<file path="config.mk">
export PLATFORM = sky130hd
export DESIGN_NAME = cecs_counter_top
export DESIGN_NICKNAME = d
export VERILOG_FILES = /design/src/cecs_pkg.sv /design/src/cecs_state_match.sv /design/src/cecs_halt_tracker.sv /design/src/cecs_counter_top.sv
export VERILOG_INCLUDE_DIRS = /design/src
export SDC_FILE = /design/constraint.sdc
export NUM_CORES = 1
export LEC_CHECK = 0
export BUFFER_PORTS_ARGS = -buffer_cell sky130_fd_sc_hd__buf_2
export CAP_MARGIN = 20
export CELL_PAD_IN_SITES_DETAIL_PLACEMENT = 1
export CELL_PAD_IN_SITES_GLOBAL_PLACEMENT = 1
export CORE_AREA = 2 2 91 93
export DETAILED_ROUTE_END_ITERATION = 10
export DIE_AREA = 0 0 93 95
export GPL_TIMING_DRIVEN = 0
export MAX_ROUTING_LAYER = met4
export PLACE_DENSITY = 0.87
export REMOVE_ABC_BUFFERS = 1
export SYNTH_ARGS = -nofsm -noshare
export SYNTH_HDL_FRONTEND = slang
export SYNTH_HIERARCHICAL = 1
export SYNTH_SLANG_ARGS = --single-unit
export TNS_END_PERCENT = 5
</file>
<file path="constraint.sdc">
create_clock -name REF_CLK -period 11.6 [get_ports REF_CLK]
set_input_delay 1.16 -clock REF_CLK [delete_from_list [all_inputs] [get_ports REF_CLK]]
set_output_delay 1.16 -clock REF_CLK [all_outputs]
set_load 0.05 [all_outputs]
</file>
<file path="src/cecs_defs.svh">
// constants for the cache event count select block: event selects, unit masks, widths, reset values
`ifndef CECS_DEFS_SVH
`define CECS_DEFS_SVH

// event select codes
`define CECS_SEL_DATA_REQ 8'h26
`define CECS_SEL_OWNERSHIP 8'h27
`define CECS_SEL_WRITEBACK 8'h28
`define CECS_SEL_LAST_LEVEL 8'h2E
`define CECS_SEL_ACTIVE 8'h3C

// unit masks with a fixed meaning
`define CECS_MASK_NONE 8'h00
`define CECS_MASK_LOW_I 8'h01
`define CECS_MASK_LOW_S 8'h02
`define CECS_MASK_LOW_M 8'h08
`define CECS_MASK_LOW_HIT 8'h0E
`define CECS_MASK_LOW_ALL 8'h0F
`define CECS_MASK_HIGH_I 8'h10
`define CECS_MASK_HIGH_S 8'h20
`define CECS_MASK_HIGH_E 8'h40
`define CECS_MASK_HIGH_M 8'h80
`define CECS_MASK_HIGH_HIT 8'hE0
`define CECS_MASK_HIGH_ALL 8'hF0
`define CECS_MASK_ALL 8'hFF
`define CECS_MASK_LLC_REF 8'h4F
`define CECS_MASK_LLC_MISS 8'h41

// source slots of the state matchers
`define CECS_SRC_N 5
`define CECS_SRC_DEMAND 0
`define CECS_SRC_PREFETCH 1
`define CECS_SRC_STORE_OWN 2
`define CECS_SRC_LOCK_OWN 3
`define CECS_SRC_WRITEBACK 4

// counter width and reset values
`define CECS_COUNT_W 48
`define CECS_INC_W 3
`define CECS_INC_RST 3'h0
`define CECS_HALT_RST 1'b0

`endif

</file>
<file path="src/cecs_pkg.sv">
// types shared by the cache event count select block
package cecs_pkg;

	// line state of the target line; order gives the unit-mask bit within a nibble
	typedef enum logic [1:0] {
		CECS_LINE_I,
		CECS_LINE_S,
		CECS_LINE_E,
		CECS_LINE_M
	} cecs_line_e;

endpackage

</file>
<file path="src/cecs_state_match.sv">
// one line-state matcher: a valid occurrence whose line state is picked by a mask nibble
`timescale 1ns/1ns

module cecs_state_match (
	input wire logic occ_valid,
	input wire cecs_pkg::cecs_line_e occ_state,
	input wire logic [3:0] state_mask,
	output logic hit
);

	// one-hot position of a line state inside a mask nibble
	function automatic logic [3:0] cecs_state_bit(input cecs_pkg::cecs_line_e st);
		logic [3:0] oh;
		oh = 4'h0;
		oh[st] = 1'b1;
		return oh;
	endfunction

	// any selected state bit matching counts the occurrence once
	assign hit = occ_valid & (|(state_mask & cecs_state_bit(occ_state)));

endmodule

</file>
<file path="src/cecs_halt_tracker.sv">
// halt tracker: remembers whether the thread is halted and tells which cycles are active
`timescale 1ns/1ns
`include "cecs_defs.svh"

module cecs_halt_tracker (
	input wire logic clk,
	input wire logic rst_n,
	input wire logic halt_exec,
	input wire logic wake,
	output logic halted,
	output logic active
);

	typedef struct packed {
		logic halted;
	} cecs_halt_state_s;

	cecs_halt_state_s state;
	cecs_halt_state_s next_state;

	// halt wins over a wake in the same cycle so a halt is never lost
	always_comb begin
		next_state = state;
		if (halt_exec) begin
			next_state.halted = 1'b1;
		end else if (wake) begin
			next_state.halted = 1'b0;
		end
	end

	always_ff @(posedge clk) begin
		if (!rst_n) begin
			state <= '{halted: `CECS_HALT_RST};
		end else begin
			state <= next_state;
		end
	end

	assign halted = state.halted;
	// the halt cycle itself is already not counted; the wake cycle counts again
	assign active = (~state.halted | wake) & ~halt_exec;

endmodule

</file>
<file path="src/cecs_counter_top.sv">
// cache event count select: decodes event select and unit mask and counts qualifying occurrences
//
// Functional notes
// - 26H low nibble picks demand loads by state
// - 26H mask 80H counts modified prefetch loads
// - 26H mask F0H counts every prefetch request
// - 26H mask FFH counts demand plus prefetch
// - 27H mask 01H counts invalid store ownership
// - 27H 02H shared, 08H modified store ownership
// - 27H mask 0EH counts store ownership hits
// - 27H low nibble full counts all demand stores
// - store ownership counted is always demand only
// - 27H high nibble picks lock ownership state
// - 27H lock hit bits together count hits
// - 27H mask F0H counts every lock request
// - 28H low nibble picks writebacks by state
// - 28H mask 0FH counts every writeback
// - 2EH 4FH counts references, no prefetch fills
// - 2EH 41H counts misses, no prefetch fills
// - 3CH 00H counts each unhalted thread cycle
// - halt instruction stops the active cycle count
`timescale 1ns/1ns
`include "cecs_defs.svh"

module cecs_counter_top #(
	parameter int COUNT_W = `CECS_COUNT_W
) (
	input wire logic REF_CLK,
	input wire logic RSTN,
	input wire logic [7:0] EVENT_SEL,
	input wire logic [7:0] UNIT_MASK,
	input wire logic COUNT_ENABLE,
	input wire logic COUNT_CLEAR,
	input wire logic DEMAND_LOAD_VALID,
	input wire cecs_pkg::cecs_line_e DEMAND_LOAD_STATE,
	input wire logic PREFETCH_LOAD_VALID,
	input wire cecs_pkg::cecs_line_e PREFETCH_LOAD_STATE,
	input wire logic STORE_READ_FOR_OWNERSHIP_VALID,
	input wire logic STORE_READ_FOR_OWNERSHIP_PREFETCH,
	input wire cecs_pkg::cecs_line_e STORE_READ_FOR_OWNERSHIP_STATE,
	input wire logic LOCK_READ_FOR_OWNERSHIP_VALID,
	input wire cecs_pkg::cecs_line_e LOCK_READ_FOR_OWNERSHIP_STATE,
	input wire logic WRITEBACK_VALID,
	input wire cecs_pkg::cecs_line_e WRITEBACK_STATE,
	input wire logic LAST_LEVEL_REF_VALID,
	input wire logic LAST_LEVEL_REF_MISS,
	input wire logic LAST_LEVEL_REF_PREFETCH_FILL,
	input wire logic HALT_INSTRUCTION,
	input wire logic THREAD_WAKE,
	output logic [COUNT_W-1:0] EVENT_COUNT,
	output logic [`CECS_INC_W-1:0] LAST_INCREMENT,
	output logic EVENT_DEFINED,
	output logic THREAD_HALTED
);

	localparam int SRC_N = `CECS_SRC_N;

	typedef struct packed {
		logic [COUNT_W-1:0] count;
		logic [`CECS_INC_W-1:0] last_inc;
		logic defined;
	} cecs_top_state_s;

	cecs_top_state_s state;
	cecs_top_state_s next_state;

	logic [SRC_N-1:0] src_valid;
	cecs_pkg::cecs_line_e src_state [SRC_N];
	logic [3:0] src_mask [SRC_N];
	logic [SRC_N-1:0] src_hit;
	logic last_level_hit;
	logic active_hit;
	logic thread_active;
	logic thread_halted;
	logic sel_defined;
	logic [`CECS_INC_W-1:0] inc;

	// true when the select and mask pair names an event this block counts
	function automatic logic cecs_is_defined(input logic [7:0] sel, input logic [7:0] um);
		logic ok;
		ok = 1'b0;
		unique case (sel)
			`CECS_SEL_DATA_REQ: ok = (um != `CECS_MASK_NONE);
			`CECS_SEL_OWNERSHIP: ok = (um != `CECS_MASK_NONE);
			`CECS_SEL_WRITEBACK: ok = (um[3:0] != 4'h0) && (um[7:4] == 4'h0);
			`CECS_SEL_LAST_LEVEL: ok = (um == `CECS_MASK_LLC_REF) || (um == `CECS_MASK_LLC_MISS);
			`CECS_SEL_ACTIVE: ok = (um == `CECS_MASK_NONE);
			default: ok = 1'b0;
		endcase
		return ok;
	endfunction

	assign sel_defined = cecs_is_defined(EVENT_SEL, UNIT_MASK);

	// gather the state-qualified sources into slots for the matcher array
	assign src_valid[`CECS_SRC_DEMAND] = DEMAND_LOAD_VALID;
	assign src_valid[`CECS_SRC_PREFETCH] = PREFETCH_LOAD_VALID;
	// a prefetch-flagged ownership request is dropped: only demand ones count
	assign src_valid[`CECS_SRC_STORE_OWN] = STORE_READ_FOR_OWNERSHIP_VALID & ~STORE_READ_FOR_OWNERSHIP_PREFETCH;
	assign src_valid[`CECS_SRC_LOCK_OWN] = LOCK_READ_FOR_OWNERSHIP_VALID;
	assign src_valid[`CECS_SRC_WRITEBACK] = WRITEBACK_VALID;
	assign src_state[`CECS_SRC_DEMAND] = DEMAND_LOAD_STATE;
	assign src_state[`CECS_SRC_PREFETCH] = PREFETCH_LOAD_STATE;
	assign src_state[`CECS_SRC_STORE_OWN] = STORE_READ_FOR_OWNERSHIP_STATE;
	assign src_state[`CECS_SRC_LOCK_OWN] = LOCK_READ_FOR_OWNERSHIP_STATE;
	assign src_state[`CECS_SRC_WRITEBACK] = WRITEBACK_STATE;

	// route unit-mask nibbles to the sources that the event select picks
	always_comb begin
		for (int i = 0; i < SRC_N; i++) begin
			src_mask[i] = 4'h0;
		end
		unique case (EVENT_SEL)
			`CECS_SEL_DATA_REQ: begin
				src_mask[`CECS_SRC_DEMAND] = UNIT_MASK[3:0];
				src_mask[`CECS_SRC_PREFETCH] = UNIT_MASK[7:4];
			end
			`CECS_SEL_OWNERSHIP: begin
				src_mask[`CECS_SRC_STORE_OWN] = UNIT_MASK[3:0];
				src_mask[`CECS_SRC_LOCK_OWN] = UNIT_MASK[7:4];
			end
			`CECS_SEL_WRITEBACK: begin
				// an upper nibble here names nothing, so the whole pair stays silent
				if (UNIT_MASK[7:4] == 4'h0) begin
					src_mask[`CECS_SRC_WRITEBACK] = UNIT_MASK[3:0];
				end
			end
			default: begin
			end
		endcase
	end

	// one matcher per state-qualified source
	genvar g;
	generate
		for (g = 0; g < SRC_N; g++) begin : gen_match
			cecs_state_match u_match (
				.occ_valid(src_valid[g]),
				.occ_state(src_state[g]),
				.state_mask(src_mask[g]),
				.hit(src_hit[g])
			);
		end
	endgenerate

	// fills brought in by mid-level hardware prefetch never reach these two events
	always_comb begin
		last_level_hit = 1'b0;
		if (EVENT_SEL == `CECS_SEL_LAST_LEVEL && LAST_LEVEL_REF_VALID && !LAST_LEVEL_REF_PREFETCH_FILL) begin
			if (UNIT_MASK == `CECS_MASK_LLC_REF) begin
				last_level_hit = 1'b1;
			end else if (UNIT_MASK == `CECS_MASK_LLC_MISS) begin
				last_level_hit = LAST_LEVEL_REF_MISS;
			end
		end
	end

	cecs_halt_tracker u_halt (
		.clk(REF_CLK),
		.rst_n(RSTN),
		.halt_exec(HALT_INSTRUCTION),
		.wake(THREAD_WAKE),
		.halted(thread_halted),
		.active(thread_active)
	);

	// one per core clock; a throttled core clock simply slows this count
	assign active_hit = (EVENT_SEL == `CECS_SEL_ACTIVE) && (UNIT_MASK == `CECS_MASK_NONE) && thread_active;

	// sum of occurrences this cycle; at most two sources share one select
	always_comb begin
		inc = `CECS_INC_RST;
		for (int i = 0; i < SRC_N; i++) begin
			inc = `CECS_INC_W'(inc + `CECS_INC_W'(src_hit[i]));
		end
		inc = `CECS_INC_W'(inc + `CECS_INC_W'(last_level_hit) + `CECS_INC_W'(active_hit));
		if (!sel_defined) begin
			inc = `CECS_INC_RST;
		end
	end

	// clear beats enable; the counter wraps silently, overflow is handled elsewhere
	always_comb begin
		next_state = state;
		next_state.defined = sel_defined;
		next_state.last_inc = `CECS_INC_RST;
		if (COUNT_CLEAR) begin
			next_state.count = '0;
		end else if (COUNT_ENABLE) begin
			next_state.count = state.count + COUNT_W'(inc);
			next_state.last_inc = inc;
		end
	end

	always_ff @(posedge REF_CLK) begin
		if (!RSTN) begin
			state <= '{count: '0, last_inc: `CECS_INC_RST, defined: 1'b0};
		end else begin
			state <= next_state;
		end
	end

	assign EVENT_COUNT = state.count;
	assign LAST_INCREMENT = state.last_inc;
	assign EVENT_DEFINED = state.defined;
	assign THREAD_HALTED = thread_halted;

	// counter advances by exactly the amount it reports
	count_step_a: assert property (@(posedge REF_CLK) disable iff (!RSTN)
		COUNT_ENABLE && !COUNT_CLEAR |=> EVENT_COUNT == COUNT_W'($past(EVENT_COUNT) + COUNT_W'(LAST_INCREMENT)))
		else $error("counter did not advance by the reported increment");

	count_hold_a: assert property (@(posedge REF_CLK) disable iff (!RSTN)
		!COUNT_ENABLE && !COUNT_CLEAR |=> $stable(EVENT_COUNT) && LAST_INCREMENT == 3'h0)
		else $error("counter moved while disabled");

	undefined_zero_a: assert property (@(posedge REF_CLK) disable iff (!RSTN)
		!cecs_is_defined(EVENT_SEL, UNIT_MASK) && !COUNT_CLEAR |=> LAST_INCREMENT == 3'h0 && !EVENT_DEFINED)
		else $error("undefined selection added to the counter");

	prefetch_mod_a: assert property (@(posedge REF_CLK) disable iff (!RSTN)
		EVENT_SEL == `CECS_SEL_DATA_REQ && UNIT_MASK == `CECS_MASK_HIGH_M && COUNT_ENABLE && !COUNT_CLEAR
		|=> LAST_INCREMENT == 3'($past(PREFETCH_LOAD_VALID) && $past(PREFETCH_LOAD_STATE) == cecs_pkg::CECS_LINE_M))
		else $error("modified prefetch load count wrong");

	prefetch_any_a: assert property (@(posedge REF_CLK) disable iff (!RSTN)
		EVENT_SEL == `CECS_SEL_DATA_REQ && UNIT_MASK == `CECS_MASK_HIGH_ALL && COUNT_ENABLE && !COUNT_CLEAR
		|=> LAST_INCREMENT == 3'($past(PREFETCH_LOAD_VALID)))
		else $error("all prefetch request count wrong");

	data_any_a: assert property (@(posedge REF_CLK) disable iff (!RSTN)
		EVENT_SEL == `CECS_SEL_DATA_REQ && UNIT_MASK == `CECS_MASK_ALL && COUNT_ENABLE && !COUNT_CLEAR
		|=> LAST_INCREMENT == 3'(3'($past(DEMAND_LOAD_VALID)) + 3'($past(PREFETCH_LOAD_VALID))))
		else $error("all data request count wrong");

	demand_all_a: assert property (@(posedge REF_CLK) disable iff (!RSTN)
		EVENT_SEL == `CECS_SEL_DATA_REQ && UNIT_MASK == `CECS_MASK_LOW_ALL && COUNT_ENABLE && !COUNT_CLEAR
		|=> LAST_INCREMENT == 3'($past(DEMAND_LOAD_VALID)))
		else $error("demand data request count wrong");

	store_miss_a: assert property (@(posedge REF_CLK) disable iff (!RSTN)
		EVENT_SEL == `CECS_SEL_OWNERSHIP && UNIT_MASK == `CECS_MASK_LOW_I && COUNT_ENABLE && !COUNT_CLEAR
		|=> LAST_INCREMENT == 3'($past(STORE_READ_FOR_OWNERSHIP_VALID) && !$past(STORE_READ_FOR_OWNERSHIP_PREFETCH)
			&& $past(STORE_READ_FOR_OWNERSHIP_STATE) == cecs_pkg::CECS_LINE_I))
		else $error("store ownership miss count wrong");

	store_hit_a: assert property (@(posedge REF_CLK) disable iff (!RSTN)
		EVENT_SEL == `CECS_SEL_OWNERSHIP && UNIT_MASK == `CECS_MASK_LOW_HIT && COUNT_ENABLE && !COUNT_CLEAR
		|=> LAST_INCREMENT == 3'($past(STORE_READ_FOR_OWNERSHIP_VALID) && !$past(STORE_READ_FOR_OWNERSHIP_PREFETCH)
			&& $past(STORE_READ_FOR_OWNERSHIP_STATE) != cecs_pkg::CECS_LINE_I))
		else $error("store ownership hit count wrong");

	store_shared_a: assert property (@(posedge REF_CLK) disable iff (!RSTN)
		EVENT_SEL == `CECS_SEL_OWNERSHIP && UNIT_MASK == `CECS_MASK_LOW_S && COUNT_ENABLE && !COUNT_CLEAR
		|=> LAST_INCREMENT == 3'($past(STORE_READ_FOR_OWNERSHIP_VALID) && !$past(STORE_READ_FOR_OWNERSHIP_PREFETCH)
			&& $past(STORE_READ_FOR_OWNERSHIP_STATE) == cecs_pkg::CECS_LINE_S))
		else $error("store ownership shared count wrong");

	store_prefetch_a: assert property (@(posedge REF_CLK) disable iff (!RSTN)
		EVENT_SEL == `CECS_SEL_OWNERSHIP && UNIT_MASK[7:4] == 4'h0 && STORE_READ_FOR_OWNERSHIP_PREFETCH && !COUNT_CLEAR
		|=> LAST_INCREMENT == 3'h0)
		else $error("prefetch ownership request was counted");

	lock_hit_a: assert property (@(posedge REF_CLK) disable iff (!RSTN)
		EVENT_SEL == `CECS_SEL_OWNERSHIP && UNIT_MASK == `CECS_MASK_HIGH_HIT && COUNT_ENABLE && !COUNT_CLEAR
		|=> LAST_INCREMENT == 3'($past(LOCK_READ_FOR_OWNERSHIP_VALID)
			&& $past(LOCK_READ_FOR_OWNERSHIP_STATE) != cecs_pkg::CECS_LINE_I))
		else $error("lock ownership hit count wrong");

	lock_any_a: assert property (@(posedge REF_CLK) disable iff (!RSTN)
		EVENT_SEL == `CECS_SEL_OWNERSHIP && UNIT_MASK == `CECS_MASK_HIGH_ALL && COUNT_ENABLE && !COUNT_CLEAR
		|=> LAST_INCREMENT == 3'($past(LOCK_READ_FOR_OWNERSHIP_VALID)))
		else $error("all lock ownership count wrong");

	writeback_any_a: assert property (@(posedge REF_CLK) disable iff (!RSTN)
		EVENT_SEL == `CECS_SEL_WRITEBACK && UNIT_MASK == `CECS_MASK_LOW_ALL && COUNT_ENABLE && !COUNT_CLEAR
		|=> LAST_INCREMENT == 3'($past(WRITEBACK_VALID)))
		else $error("writeback count wrong");

	llc_miss_a: assert property (@(posedge REF_CLK) disable iff (!RSTN)
		EVENT_SEL == `CECS_SEL_LAST_LEVEL && UNIT_MASK == `CECS_MASK_LLC_MISS && COUNT_ENABLE && !COUNT_CLEAR
		|=> LAST_INCREMENT == 3'($past(LAST_LEVEL_REF_VALID) && $past(LAST_LEVEL_REF_MISS)
			&& !$past(LAST_LEVEL_REF_PREFETCH_FILL)))
		else $error("last level miss count wrong");

	llc_ref_a: assert property (@(posedge REF_CLK) disable iff (!RSTN)
		EVENT_SEL == `CECS_SEL_LAST_LEVEL && UNIT_MASK == `CECS_MASK_LLC_REF && COUNT_ENABLE && !COUNT_CLEAR
		|=> LAST_INCREMENT == 3'($past(LAST_LEVEL_REF_VALID) && !$past(LAST_LEVEL_REF_PREFETCH_FILL)))
		else $error("last level reference count wrong");

	active_cycle_a: assert property (@(posedge REF_CLK) disable iff (!RSTN)
		EVENT_SEL == `CECS_SEL_ACTIVE && UNIT_MASK == `CECS_MASK_NONE && COUNT_ENABLE && !COUNT_CLEAR
		&& !THREAD_HALTED && !HALT_INSTRUCTION |=> LAST_INCREMENT == 3'h1)
		else $error("unhalted cycle not counted");

	halt_stop_a: assert property (@(posedge REF_CLK) disable iff (!RSTN)
		HALT_INSTRUCTION && EVENT_SEL == `CECS_SEL_ACTIVE |=> THREAD_HALTED && LAST_INCREMENT == 3'h0)
		else $error("thread kept counting after halt");

	halt_hold_a: assert property (@(posedge REF_CLK) disable iff (!RSTN)
		THREAD_HALTED && !THREAD_WAKE |=> THREAD_HALTED)
		else $error("halted thread left halt without a wake");

endmodule

</file>
# == Yosys cells after proc, flatten, opt, wreduce, memory -nomap -nowiden ==
# Index checks and enable logic that the tools add are counted.
# word_totals
reg_bits,53
in_bits,41
# op_classes
add_sub_neg,7
n_lt_le_gt_ge,10
n_eq_ne,7
mux,21
bitwise,18
reduce_logical,25
# ops
operator,n
48-bit by 3-bit adder with 48-bit output,1
8-bit by 6-bit == test with 1-bit output (second input constant),5
4-bit bitwise AND,5
4-bit OR reduction,5
8-bit by 7-bit == test with 1-bit output (second input constant),2
8-bit 2-to-1 mux,2
2-bit by 3-bit less-than comparator with 1-bit output (second input constant),5
3-bit by 1-bit adder with 3-bit output,4
1-bit demux with 2-bit select,5
2-bit by 1-bit greater-or-equal comparator with 1-bit output (second input constant),5
1-bit logical AND,10
1-bit 2-to-1 mux,10
8-bit zero test,1
4-bit 2-to-1 mux,2
8-bit nonzero test,1
1-bit bitwise AND,7
1-bit inverter,5
4-bit zero test,1
1-bit case mux with 4 select lines,1
4-bit nonzero test,1
2-bit OR reduction,2
2-bit by 1-bit adder with 3-bit output,1
3-bit 2-to-1 mux,1
3-bit OR reduction,1
5 further kinds,5

# == Longest topological paths before layout ==
# Gate-level depths: netlist of the first run.
# logic_depth
depth_word,15
ltp_mapped,20

# == Modules after synthesis ==
# Netlist of the first run, hierarchy kept.
# by_module_without_submodules
module,n_inst,cells_per_inst,area_each_um2,seq_area_each_um2
cecs_counter_top,1,336,2965.3,1041.0
cecs_state_match,5,2,28.8,0.0
cecs_halt_tracker,1,4,45.0,20.0

# == Least setup slack after synthesis of the first run ==
# Ideal clock, no wire load.
# synth_timing
kind,input port to flip-flop
startpoint,input EVENT_SEL[5]
endpoint,"register state, in the netlist EVENT_COUNT[31]"
setup_ns,0.132
t_arrival_ns,5.804
required_ns,11.468
slack_ns,5.664
path_stages,20
n_path_buf,1
cell_sequence,nor3b_2 > nand4_1 > nor2_1 > and2_1 > mux4_2 > and2_1 > fa_1 > inv_1 > fa_1 > fa_1 > inv_1 > fa_1 > nor2b_1 > ha_1 > a211oi_2 > nor4_4 > nand2_2 > buf_2 > o311ai_2 > o41ai_2
# synth_lines
element,line_no,text
"start, declared",cecs_counter_top.sv:30,"input wire logic [7:0] EVENT_SEL,"
"end signal, assigned",cecs_counter_top.sv:197,"state <= '{count: '0, last_inc: `CECS_INC_RST, defined: 1'b0};"
"end signal, assigned",cecs_counter_top.sv:199,state <= next_state;
"end, declared",cecs_counter_top.sv:64,cecs_top_state_s state;

==> flow_summary.yaml, run 1 <==
clock_network:
  clk_pin_slew_ps: 90
  clock-sinks: 53
  htreeDepth: 2
  cts_resized: 0
  cts_root_buf: "clkbuf_8"
  cts_hold_buffers: 0
  cts_tree: "built"
  insertion_delay_ps: 320
  clk_path_buf_depth: 2
  cts_setup_buffers: 0
  numCtsBuffers: 5
drt:
  highest_layer: "met4"
  drtIter0Drc: 67
  drt.antenna.violating_nets: 0
  wl_met1_mm: 3.48
  routed-wl-met2_mm: 4.61
  route.vias.total: 2957
  wl_per_cell_um: 15.5
  drc: 0
  drt_wl_total_mm: 8.50
  met3_length_um: 343
  firstDrtPassIters: 4
  via_per_inst: 5.39
floorplan:
  die-height_um: 95
  die_x_um: 93
  ios: 94
  dieArea_mm2: 0.00884
  start_util: 0.398
  fp-row-count: 33
  core_area_mm2: 0.00793
grt:
  grt_start_max_net_pins: 25
  grt_pass1_wl_mm: 14.0
  antenna_found_initial: 0
  grt_util_all_layers: 0.204
  grt_pass1_vias: 3055
  grt_overflow: 0
sta:
  fmax_mhz: 160
  tns_ps: 0
  period_share: 0.538
  slew_headroom: 0.520
  fin_skew_ps: 15.9
  setup-violations-final: 0
  worst_slew_pin_slew_ps: 702
  slew_violations: 0
  hold_violations: 0
  rsz0062_at_grt: "false"
  min_period_ps: 6240
power:
  leakagePower_nw: 1.65
  peakVddDrop_mv: 0.0428
  p_per_area_mw_per_mm2: 82.2
  p_total_uw: 315
synth:
  synth_compound_area_frac: 0.104
  muxShareOfSynthArea: 0.0452
  netlist_area_mm2: 0.00315
  yosysSeqAreaShare: 0.336
  ys_seq_elements: 53
  yosysUniqueCellTypes: 53
  async_flop_share: 0
  synthAdderAreaFrac: 0.0436
  syn_inst: 350
  synth_edf_count: 0
  synth-simple-area-share: 0.369
  yosysWarnings: 6
  synth_top_family_by_area: "simple AND/OR/NAND/NOR gates"
  avgSynthCellArea_um2: 9.01
  yosys_most_used_dff: "dfxtp_1"
  synth_xor_area_frac: 0.0722
setup_path:
  cp-start-kind: "input port"
  arrival_ps: 6500
  cp-end-kind: "flip-flop"
  required_ps: 11860
  r2r_cells: 15
  critPathKind: "input port to flip-flop"
  r2r-end: "EVENT_COUNT[39]"
  r2r-start: "u_halt/halted"
  ff2ff_setup_slack_ps: 7160
  critical_path.max_fanout: 16
final_layout:
  utilization: 0.484
  area_growth_pct: 21.6
  fillers: 987
  diodes: 0
  drive_gt1_frac: 0.300
  nets: 492
  final_area_mm2: 0.00384
status:
  status: "finished, final reports clean"
placed_design:
  dp_hpwl_mm: 6.64
  placed_area_mm2: 0.00373
  gp_congestion: 0.788
  io_buffers: 93
worst_hold_path:
  min_path_type: "flip-flop to flip-flop"
  hold_path_depth: 2
  worstHoldEndpoint: "EVENT_COUNT[46]"
  min-delay-start: "EVENT_COUNT[46]"
run:
  maxCapViolCount: 0
[routing by layer]
| metal | vias up | GRT usage |
|---|---|---|
| met5 | - | - |
| met4 | 0 | 0.0527 |
| met3 | 6 | 0.0359 |
| met2 | 65 | 0.383 |
| met1 | 1430 | 0.222 |
| li1 | 1456 | - |
[power breakdown]
| part | internal (mW) | leakage (nW) | total, mW | switching (mW) |
|---|---|---|---|---|
| sequential | 0.182 | 0.427 | 0.182 | 0.000185 |
| clock | 0.0485 | 0.0512 | 0.112 | 0.0631 |
| combinational | 0.00941 | 1.18 | 0.0213 | 0.0119 |
[state kept, by name, summed over array words and instances, names as in the netlist]
signal and cells:
LAST_INCREMENT 3, EVENT_DEFINED 1, u_halt/halted 1, EVENT_COUNT 48
[worst max-delay path, cell delays in order]
cell and delay, ps:
buf_2 90, nor3b_2 150, nand4_1 180, nor2_1 150
and2_1 180, mux4_2 450, and2_1 190, fa_1 530
inv_1 60, fa_1 490, fa_1 360, inv_1 70
fa_1 410, nor2b_1 170, ha_1 330, a211oi_2 130
nor4_4 440, nand2_2 300, or4_1 560, nand2_1 90
[placed cells by master (no fill, tap or decap), types with 5 or more instances in the layout]
cell and instances:
nor2b_1 5, nand3_1 21, inv_1 11, mux4_2 5, xnor2_1 6, and3_1 9, o21ai_0 7, or3_1 10
and2_1 25, nand2_1 21, or4_1 10, nor3_1 5, nor2_1 39, nand4_1 19, fa_1 5, clkbuf_8 6
buf_2 94, dfxtp_1 53, a21oi_1 13, xor2_1 20
[cell families after synthesis]
group / after synthesis
XOR/XNOR: 26
AO/OA/AOI/OAI: 44
AND/OR/NAND/NOR: 190
buffers and inverters: 21
multiplexers: 8
adder cells (fa/ha/maj): 8
flip-flops: 53
[Yosys cell counts (6+ instances only)]
| cell type | count | area, um^2 |
|---|---|---|
| nand3_1 | 21 | 105 |
| clkbuf_1 | 6 | 22.5 |
| a21oi_1 | 13 | 65.1 |
| dfxtp_1 | 53 | 1060 |
| nand4_1 | 19 | 119 |
| xnor2_1 | 6 | 52.6 |
| and3_1 | 9 | 56.3 |
| xor2_1 | 20 | 175 |
| o21ai_0 | 7 | 35.0 |
| or4_1 | 10 | 75.1 |
| or3_1 | 10 | 62.6 |
| nand2_1 | 21 | 78.8 |
| nor2_1 | 39 | 146 |
| and2_1 | 25 | 156 |
| inv_1 | 11 | 41.3 |
[through the flow]
| step | hold slack, ps | setup WS (ps) | cells |
|---|---|---|---|
| after floorplan | 714 | 5600 | 340 |
| after global placement | 477 | 5110 | 538 |
| after detailed placement | 499 | 5000 | 539 |
| after CTS | 513 | 5330 | 547 |
| after global routing | 543 | 5090 | 549 |
| final | 515 | 5360 | 549 |
[worst max path at each step]
stage | endpoint | cells after the start | start | slack (ps)
2_1_floorplan | EVENT_COUNT[37] | 19 | EVENT_SEL[5] | 5600
3_3_place_gp | EVENT_COUNT[45] | 20 | EVENT_SEL[5] | 5110
3_5_place_dp | EVENT_COUNT[39] | 20 | EVENT_SEL[5] | 5000
4_1_cts | EVENT_COUNT[39] | 20 | EVENT_SEL[5] | 5330
5_1_grt | EVENT_COUNT[37] | 20 | EVENT_SEL[5] | 5090
6_report | EVENT_COUNT[39] | 20 | EVENT_SEL[5] | 5360
[final cells by class]
type | instances | area, um^2 | share of cell area
inverter | 11 | 41.3 | 0.0108
clock inverter | 2 | 13.8 | 0.00359
multi-input combinational | 276 | 2000 | 0.522
sequential | 53 | 1060 | 0.277
clock buffer | 6 | 82.6 | 0.0215
timing repair buffer | 96 | 505 | 0.132
tap | 105 | 131 | 0.0342
No activity file was read; power rests on OpenSTA's default activity.
==> run 2: changes to the inputs <==
--- a/config.mk
+++ b/config.mk
@@ -10,12 +10,12 @@
 export CAP_MARGIN = 20
 export CELL_PAD_IN_SITES_DETAIL_PLACEMENT = 1
 export CELL_PAD_IN_SITES_GLOBAL_PLACEMENT = 1
-export CORE_AREA = 2 2 91 93
+export CORE_AREA = 2 2 95 97
 export DETAILED_ROUTE_END_ITERATION = 10
-export DIE_AREA = 0 0 93 95
+export DIE_AREA = 0 0 97 99
 export GPL_TIMING_DRIVEN = 0
 export MAX_ROUTING_LAYER = met4
-export PLACE_DENSITY = 0.87
+export PLACE_DENSITY = 0.81
 export REMOVE_ABC_BUFFERS = 1
 export SYNTH_ARGS = -nofsm -noshare
 export SYNTH_HDL_FRONTEND = slang
==> constraint.sdc (replaced) <==
create_clock -name REF_CLK -period 5.85 [get_ports REF_CLK]
set_input_delay 0.585 -clock REF_CLK [delete_from_list [all_inputs] [get_ports REF_CLK]]
set_output_delay 0.585 -clock REF_CLK [all_outputs]
set_load 0.05 [all_outputs]
==> flow_summary.yaml, run 2 (synthesized netlist as in run 1, its figures left out) <==
floorplan:
  ios: 94
  die-height_um: 99
  die_x_um: 97
  start_util: 0.369
  dieArea_mm2: 0.00960
  fp-row-count: 34
  core_area_mm2: 0.00855
final_layout:
  nets: 492
  diodes: 0
  final_common_cell: "buf_2"
  multiInputGateArea_mm2: 0.00201
  final_cell_mix: "94 x buf_2, 53 x dfxtp_1, 39 x nor2_1"
  regArea_mm2: 0.00106
  fillers: 1061
  largest_reg_flops: 48
  utilization: 0.452
  area_growth_pct: 22.4
  final_area_mm2: 0.00386
  finalNonFillerCells: 552
  drive_gt1_frac: 0.300
drt:
  drt_wl_total_mm: 8.43
  route.vias.total: 2985
  firstDrtPassIters: 4
  wl_per_cell_um: 15.3
  drtIter0Drc: 64
  drc: 0
  via_per_inst: 5.41
  drt.antenna.violating_nets: 0
grt:
  grt_overflow: 0
  antenna_found_initial: 0
  grt_util_all_layers: 0.179
  grt_pass1_wl_mm: 14.0
  grt_start_max_net_pins: 34
  grt_pass1_vias: 2980
setup_path:
  cp-start-kind: "input port"
  arrival_ps: 5840
  ff2ff_setup_slack_ps: 1470
  critical_path.max_fanout: 8
  critPathKind: "input port to flip-flop"
  cp-end-kind: "flip-flop"
  r2r-start: "u_halt/halted"
  r2r_cells: 15
  required_ps: 6100
  r2r-end: "EVENT_COUNT[27]"
run:
  maxCapViolCount: 0
clock_network:
  cts_root_buf: "clkbuf_8"
  numCtsBuffers: 5
  clock-sinks: 53
  htreeDepth: 2
  insertion_delay_ps: 310
  cts_tree: "built"
  clk_path_buf_depth: 2
  cts_setup_buffers: 0
  clk_pin_slew_ps: 100
placed_design:
  dp.cells: 543
  placed_area_mm2: 0.00373
  dp_slack_ps: -165
  io_buffers: 93
  gp_congestion: 0.769
  dp_hpwl_mm: 6.55
worst_hold_path:
  hold_path_depth: 2
  worstHoldEndpoint: "EVENT_COUNT[47]"
  min-delay-start: "EVENT_COUNT[47]"
  min_path_type: "flip-flop to flip-flop"
sta:
  hold_violations: 0
  tns_ps: 0
  worst_slew_pin_slew_ps: 765
  fin_skew_ps: 19.5
  period_share: 0.956
  min_period_ps: 5600
  setup_ws_ps: 255
  setup-violations-final: 0
  slew_headroom: 0.477
  slew_violations: 0
  fmax_mhz: 179
status:
  status: "finished, final reports clean"
power:
  leakagePower_nw: 1.67
  peakVddDrop_mv: 0.0909
  p_per_area_mw_per_mm2: 170
[run 2: cell types whose count changed in the layout (fill, tap and decap cells not counted), sizes merged]
cell	before	now
inv	11	12
clkbuf	6	5
bufinv	0	1
clkinv	2	1
[run 2: per-stage QoR]
| stage | hold WS, ps | power (mW) |
|---|---|---|
| floorplan | 681 | 0.386 |
| global placement | 477 | 0.408 |
| global route | 524 | 0.686 |
| detailed placement | 491 | 0.412 |
| CTS | 506 | 0.665 |
| finish | 501 | 0.658 |
[run 2: worst max-delay path by stage]
stage,end,start,cells past startpoint,slack (ps)
2_1_floorplan,EVENT_COUNT[37],EVENT_SEL[5],19,420
4_1_cts,EVENT_COUNT[45],EVENT_SEL[5],20,150
5_1_grt,EVENT_COUNT[37],EVENT_SEL[5],20,-10
3_3_place_gp,EVENT_COUNT[45],EVENT_SEL[5],20,-40
3_5_place_dp,EVENT_COUNT[45],EVENT_SEL[5],20,-170
6_report,EVENT_COUNT[27],EVENT_SEL[5],20,250
[run 2: what timing repair did]
action,CTS,global route
hold buffers,0,0
gates resized for setup,0,2
setup endpoints to repair,0,8
[run 2: power by group]
part           internal, mW  total [mW]  switching (mW)  leakage (nW)
clock                 0.129       0.254           0.126        0.0585
sequential            0.361       0.362        0.000343         0.427
combinational        0.0181      0.0417          0.0235          1.19
total                 0.508       0.658           0.150          1.67
[run 2: per-layer routing]
layer / vias up / GRT usage / routed length, um
met5: - / - / 0
met4: 0 / 0.0314 / 66
met3: 5 / 0.0312 / 367
met2: 67 / 0.333 / 4500
met1: 1457 / 0.204 / 3500
li1: 1456 / - / -
[run 2: cell type report]
class,instances,area share
timing repair buffer,96,0.129
multi-input combinational,276,0.521
clock buffer,5,0.0178
tap,108,0.0350
sequential,53,0.275
clock inverter,3,0.0113
inverter,11,0.0107
[run 2: critical path, stage by stage]
cell and delay [ps]:
buf_2 90, nor3b_2 150, nand4_1 160, nor2_1 140, and2_1 180, mux4_2 460, and2_1 190, fa_1 530
inv_1 50, fa_1 490, fa_1 370, inv_1 80, fa_1 420, nor2b_1 170, ha_1 340, a211oi_2 130
nor3b_4 410, nand2_1 200, or4_1 520, a21oi_1 160
==> run 3: changes to the inputs <==
--- a/config.mk
+++ b/config.mk
@@ -6,16 +6,16 @@
 export SDC_FILE = /design/constraint.sdc
 export NUM_CORES = 1
 export LEC_CHECK = 0
+export ABC_AREA = 1
 export BUFFER_PORTS_ARGS = -buffer_cell sky130_fd_sc_hd__buf_2
-export CAP_MARGIN = 20
 export CELL_PAD_IN_SITES_DETAIL_PLACEMENT = 1
 export CELL_PAD_IN_SITES_GLOBAL_PLACEMENT = 1
-export CORE_AREA = 2 2 95 97
+export CORE_AREA = 2 2 106 108
 export DETAILED_ROUTE_END_ITERATION = 10
-export DIE_AREA = 0 0 97 99
+export DIE_AREA = 0 0 108 110
 export GPL_TIMING_DRIVEN = 0
 export MAX_ROUTING_LAYER = met4
-export PLACE_DENSITY = 0.81
+export PLACE_DENSITY = 0.83
 export REMOVE_ABC_BUFFERS = 1
 export SYNTH_ARGS = -nofsm -noshare
 export SYNTH_HDL_FRONTEND = slang
==> flow_summary.yaml, run 3 <==
grt:
  grt_pass1_wl_mm: 21.6
  grt_overflow: 0
  grt_util_all_layers: 0.234
  antenna_found_initial: 0
  grt_start_max_net_pins: 28
  grt_pass1_vias: 4727
final_layout:
  largest_reg_flops: 48
  utilization: 0.431
  nets: 798
  final_area_mm2: 0.00461
  area_growth_pct: 18.3
  regArea_mm2: 0.00106
  fillers: 1549
  diodes: 0
  drive_gt1_frac: 0.204
  final_common_cell: "nand2_1"
  final_cell_mix: "167 x nand2_1, 146 x nor2_1, 93 x buf_2"
  multiInputGateArea_mm2: 0.00246
synth:
  yosys.area.top_type: "dfxtp_1"
  yosysUniqueCellTypes: 36
  netlist_area_mm2: 0.00390
  synth_most_common_cell: "nand2_1"
  yosysSeqAreaShare: 0.272
  ys_top_cells_by_area: "dfxtp_1 27%, nand2_1 16%, nor2_1 14%"
  syn_inst: 656
  synthTopCellsByCount: "167 x nand2_1, 147 x nor2_1, 86 x inv_1, 56 x nand3_1, 53 x dfxtp_1"
  yosysWarnings: 6
  async_flop_share: 0
  yosys_most_used_dff: "dfxtp_1"
  ys_seq_elements: 53
  synth_top_area_share: 0.272
  synth_edf_count: 0
  avgSynthCellArea_um2: 5.95
power:
  peakVddDrop_mv: 0.0793
  clockPowerShare: 0.347
  swShare: 0.260
  p_switching_uw: 167
  p_comb_frac: 0.090
  p_per_area_mw_per_mm2: 139
  power_frac_seq: 0.562
  p_total_uw: 643
  leakagePower_nw: 2.08
  p_int_uw: 476
floorplan:
  die-height_um: 110
  fp-row-count: 38
  start_util: 0.365
  ios: 94
  die_x_um: 108
  dieArea_mm2: 0.0119
  core_area_mm2: 0.0107
clock_network:
  cts_setup_buffers: 0
  clk_pin_slew_ps: 100
  clock-sinks: 53
  cts_tree: "built"
  clk_path_buf_depth: 2
  insertion_delay_ps: 320
  htreeDepth: 2
  numCtsBuffers: 5
  cts_resized: 0
  cts_root_buf: "clkbuf_8"
  cts_hold_buffers: 0
sta:
  fin_skew_ps: 5.38
  hold_violations: 0
  setup-violations-final: 0
  period_share: 0.809
  slew_violations: 0
  rsz0062_at_grt: "false"
  slew_headroom: 0.503
  setup_ws_ps: 1120
  tns_ps: 0
  min_period_ps: 4730
  worst_slew_pin_slew_ps: 745
  fmax_mhz: 211
setup_path:
  required_ps: 6060
  cp-end-kind: "flip-flop"
  cp-start-kind: "input port"
  r2r_cells: 16
  r2r-start: "u_halt/halted"
  ff2ff_setup_slack_ps: 2270
  r2r-end: "EVENT_COUNT[44]"
  critical_path.max_fanout: 9
  arrival_ps: 4950
  crit_path_top_delay_cell: "fa_1"
  crit_chain: "buf_2 > nor2_2 > inv_1 > nor2_1 > nand2_2 > nor2_1 > nand3_1 > nand2_1 > nor2_1 > nor2_1 > fa_1 > inv_1 > fa_1 > fa_1 > nor2_1 > ha_1 > fa_1 > nand2_2 > a21oi_1 > nand2_2 > nor3_1 > nand3_1 > nand2_1 > nor2_1"
  crit_cells: 24
  crit_family: "simple AND/OR/NAND/NOR gates"
  slowest_delay_ps: 490
  cpMostUsedCell: "nor2_1"
  critPathKind: "input port to flip-flop"
  crit_buf_inv: 3
drt:
  drc: 0
  drt_wl_total_mm: 13.0
  via_per_inst: 5.04
  firstDrtPassIters: 4
  drt.antenna.violating_nets: 0
  wl_per_cell_um: 14.6
  drtIter0Drc: 180
  route.vias.total: 4477
status:
  status: "finished, final reports clean"
worst_hold_path:
  min_path_type: "flip-flop to flip-flop"
  hold_path_depth: 2
  worstHoldEndpoint: "u_halt/halted"
  min-delay-start: "u_halt/halted"
placed_design:
  io_buffers: 93
  gp_congestion: 0.923
  placed_area_mm2: 0.00453
  dp_slack_ps: 744
  dp_hpwl_mm: 10.5
run:
  maxCapViolCount: 0
run 3: through the flow:
| step | cells | hold slack, ps |
|---|---|---|
| 2_1_floorplan | 648 | 679 |
| 6_report | 889 | 498 |
| 5_1_grt | 889 | 517 |
| 3_3_place_gp | 881 | 465 |
| 4_1_cts | 889 | 504 |
| 3_5_place_dp | 882 | 487 |
run 3: power groups by stage:
stage	Sequential, mW	Clock, mW	Combinational (mW)
after detailed placement	0.370	0	0.0584
after CTS	0.362	0.228	0.0585
after floorplan	0.373	0	0.0230
after global routing	0.362	0.245	0.0651
after global placement	0.370	0	0.0526
final	0.362	0.223	0.0581
run 3: cells by family after synthesis:
| kind of cell | synth area share |
|---|---|
| adders and majority gates | 0.0353 |
| DFF | 0.272 |
| buffers and inverters | 0.0988 |
| and+or+nand+nor | 0.535 |
| AOI/OAI and AO/OA | 0.0452 |
| xor gates and xnor gates | 0.0135 |
run 3: how the worst max path moves through the flow:
stage,slack [ps],start,endpoint
floorplan,1400,EVENT_SEL[7],EVENT_COUNT[18]
global placement,910,EVENT_SEL[7],EVENT_COUNT[18]
detailed placement,740,EVENT_SEL[7],EVENT_COUNT[21]
CTS,1080,EVENT_SEL[7],EVENT_COUNT[21]
global route,680,EVENT_SEL[7],EVENT_COUNT[21]
finish,1120,EVENT_SEL[7],EVENT_COUNT[44]
run 3: layer usage:
layer	GRT usage	wire [um]	vias to the layer above
met5	-	0	-
met4	0.0760	313	0
met3	0.0300	477	28
met2	0.421	6410	93
met1	0.272	5810	2132
li1	-	-	2224
run 3: layout make-up:
type / instances / share of cell area
multi-input combinational: 504 / 0.533
sequential: 53 / 0.230
timing repair buffer: 94 / 0.107
inverter: 91 / 0.0740
tap: 140 / 0.0380
clock buffer: 7 / 0.0187
run 3: tightest hold or removal path: cells and delay by family (launching register included):
family             cells  cell delay (ps)
and+or+nand+nor        1               80
DFF                    1              340
AOI/OAI and AO/OA      1               50
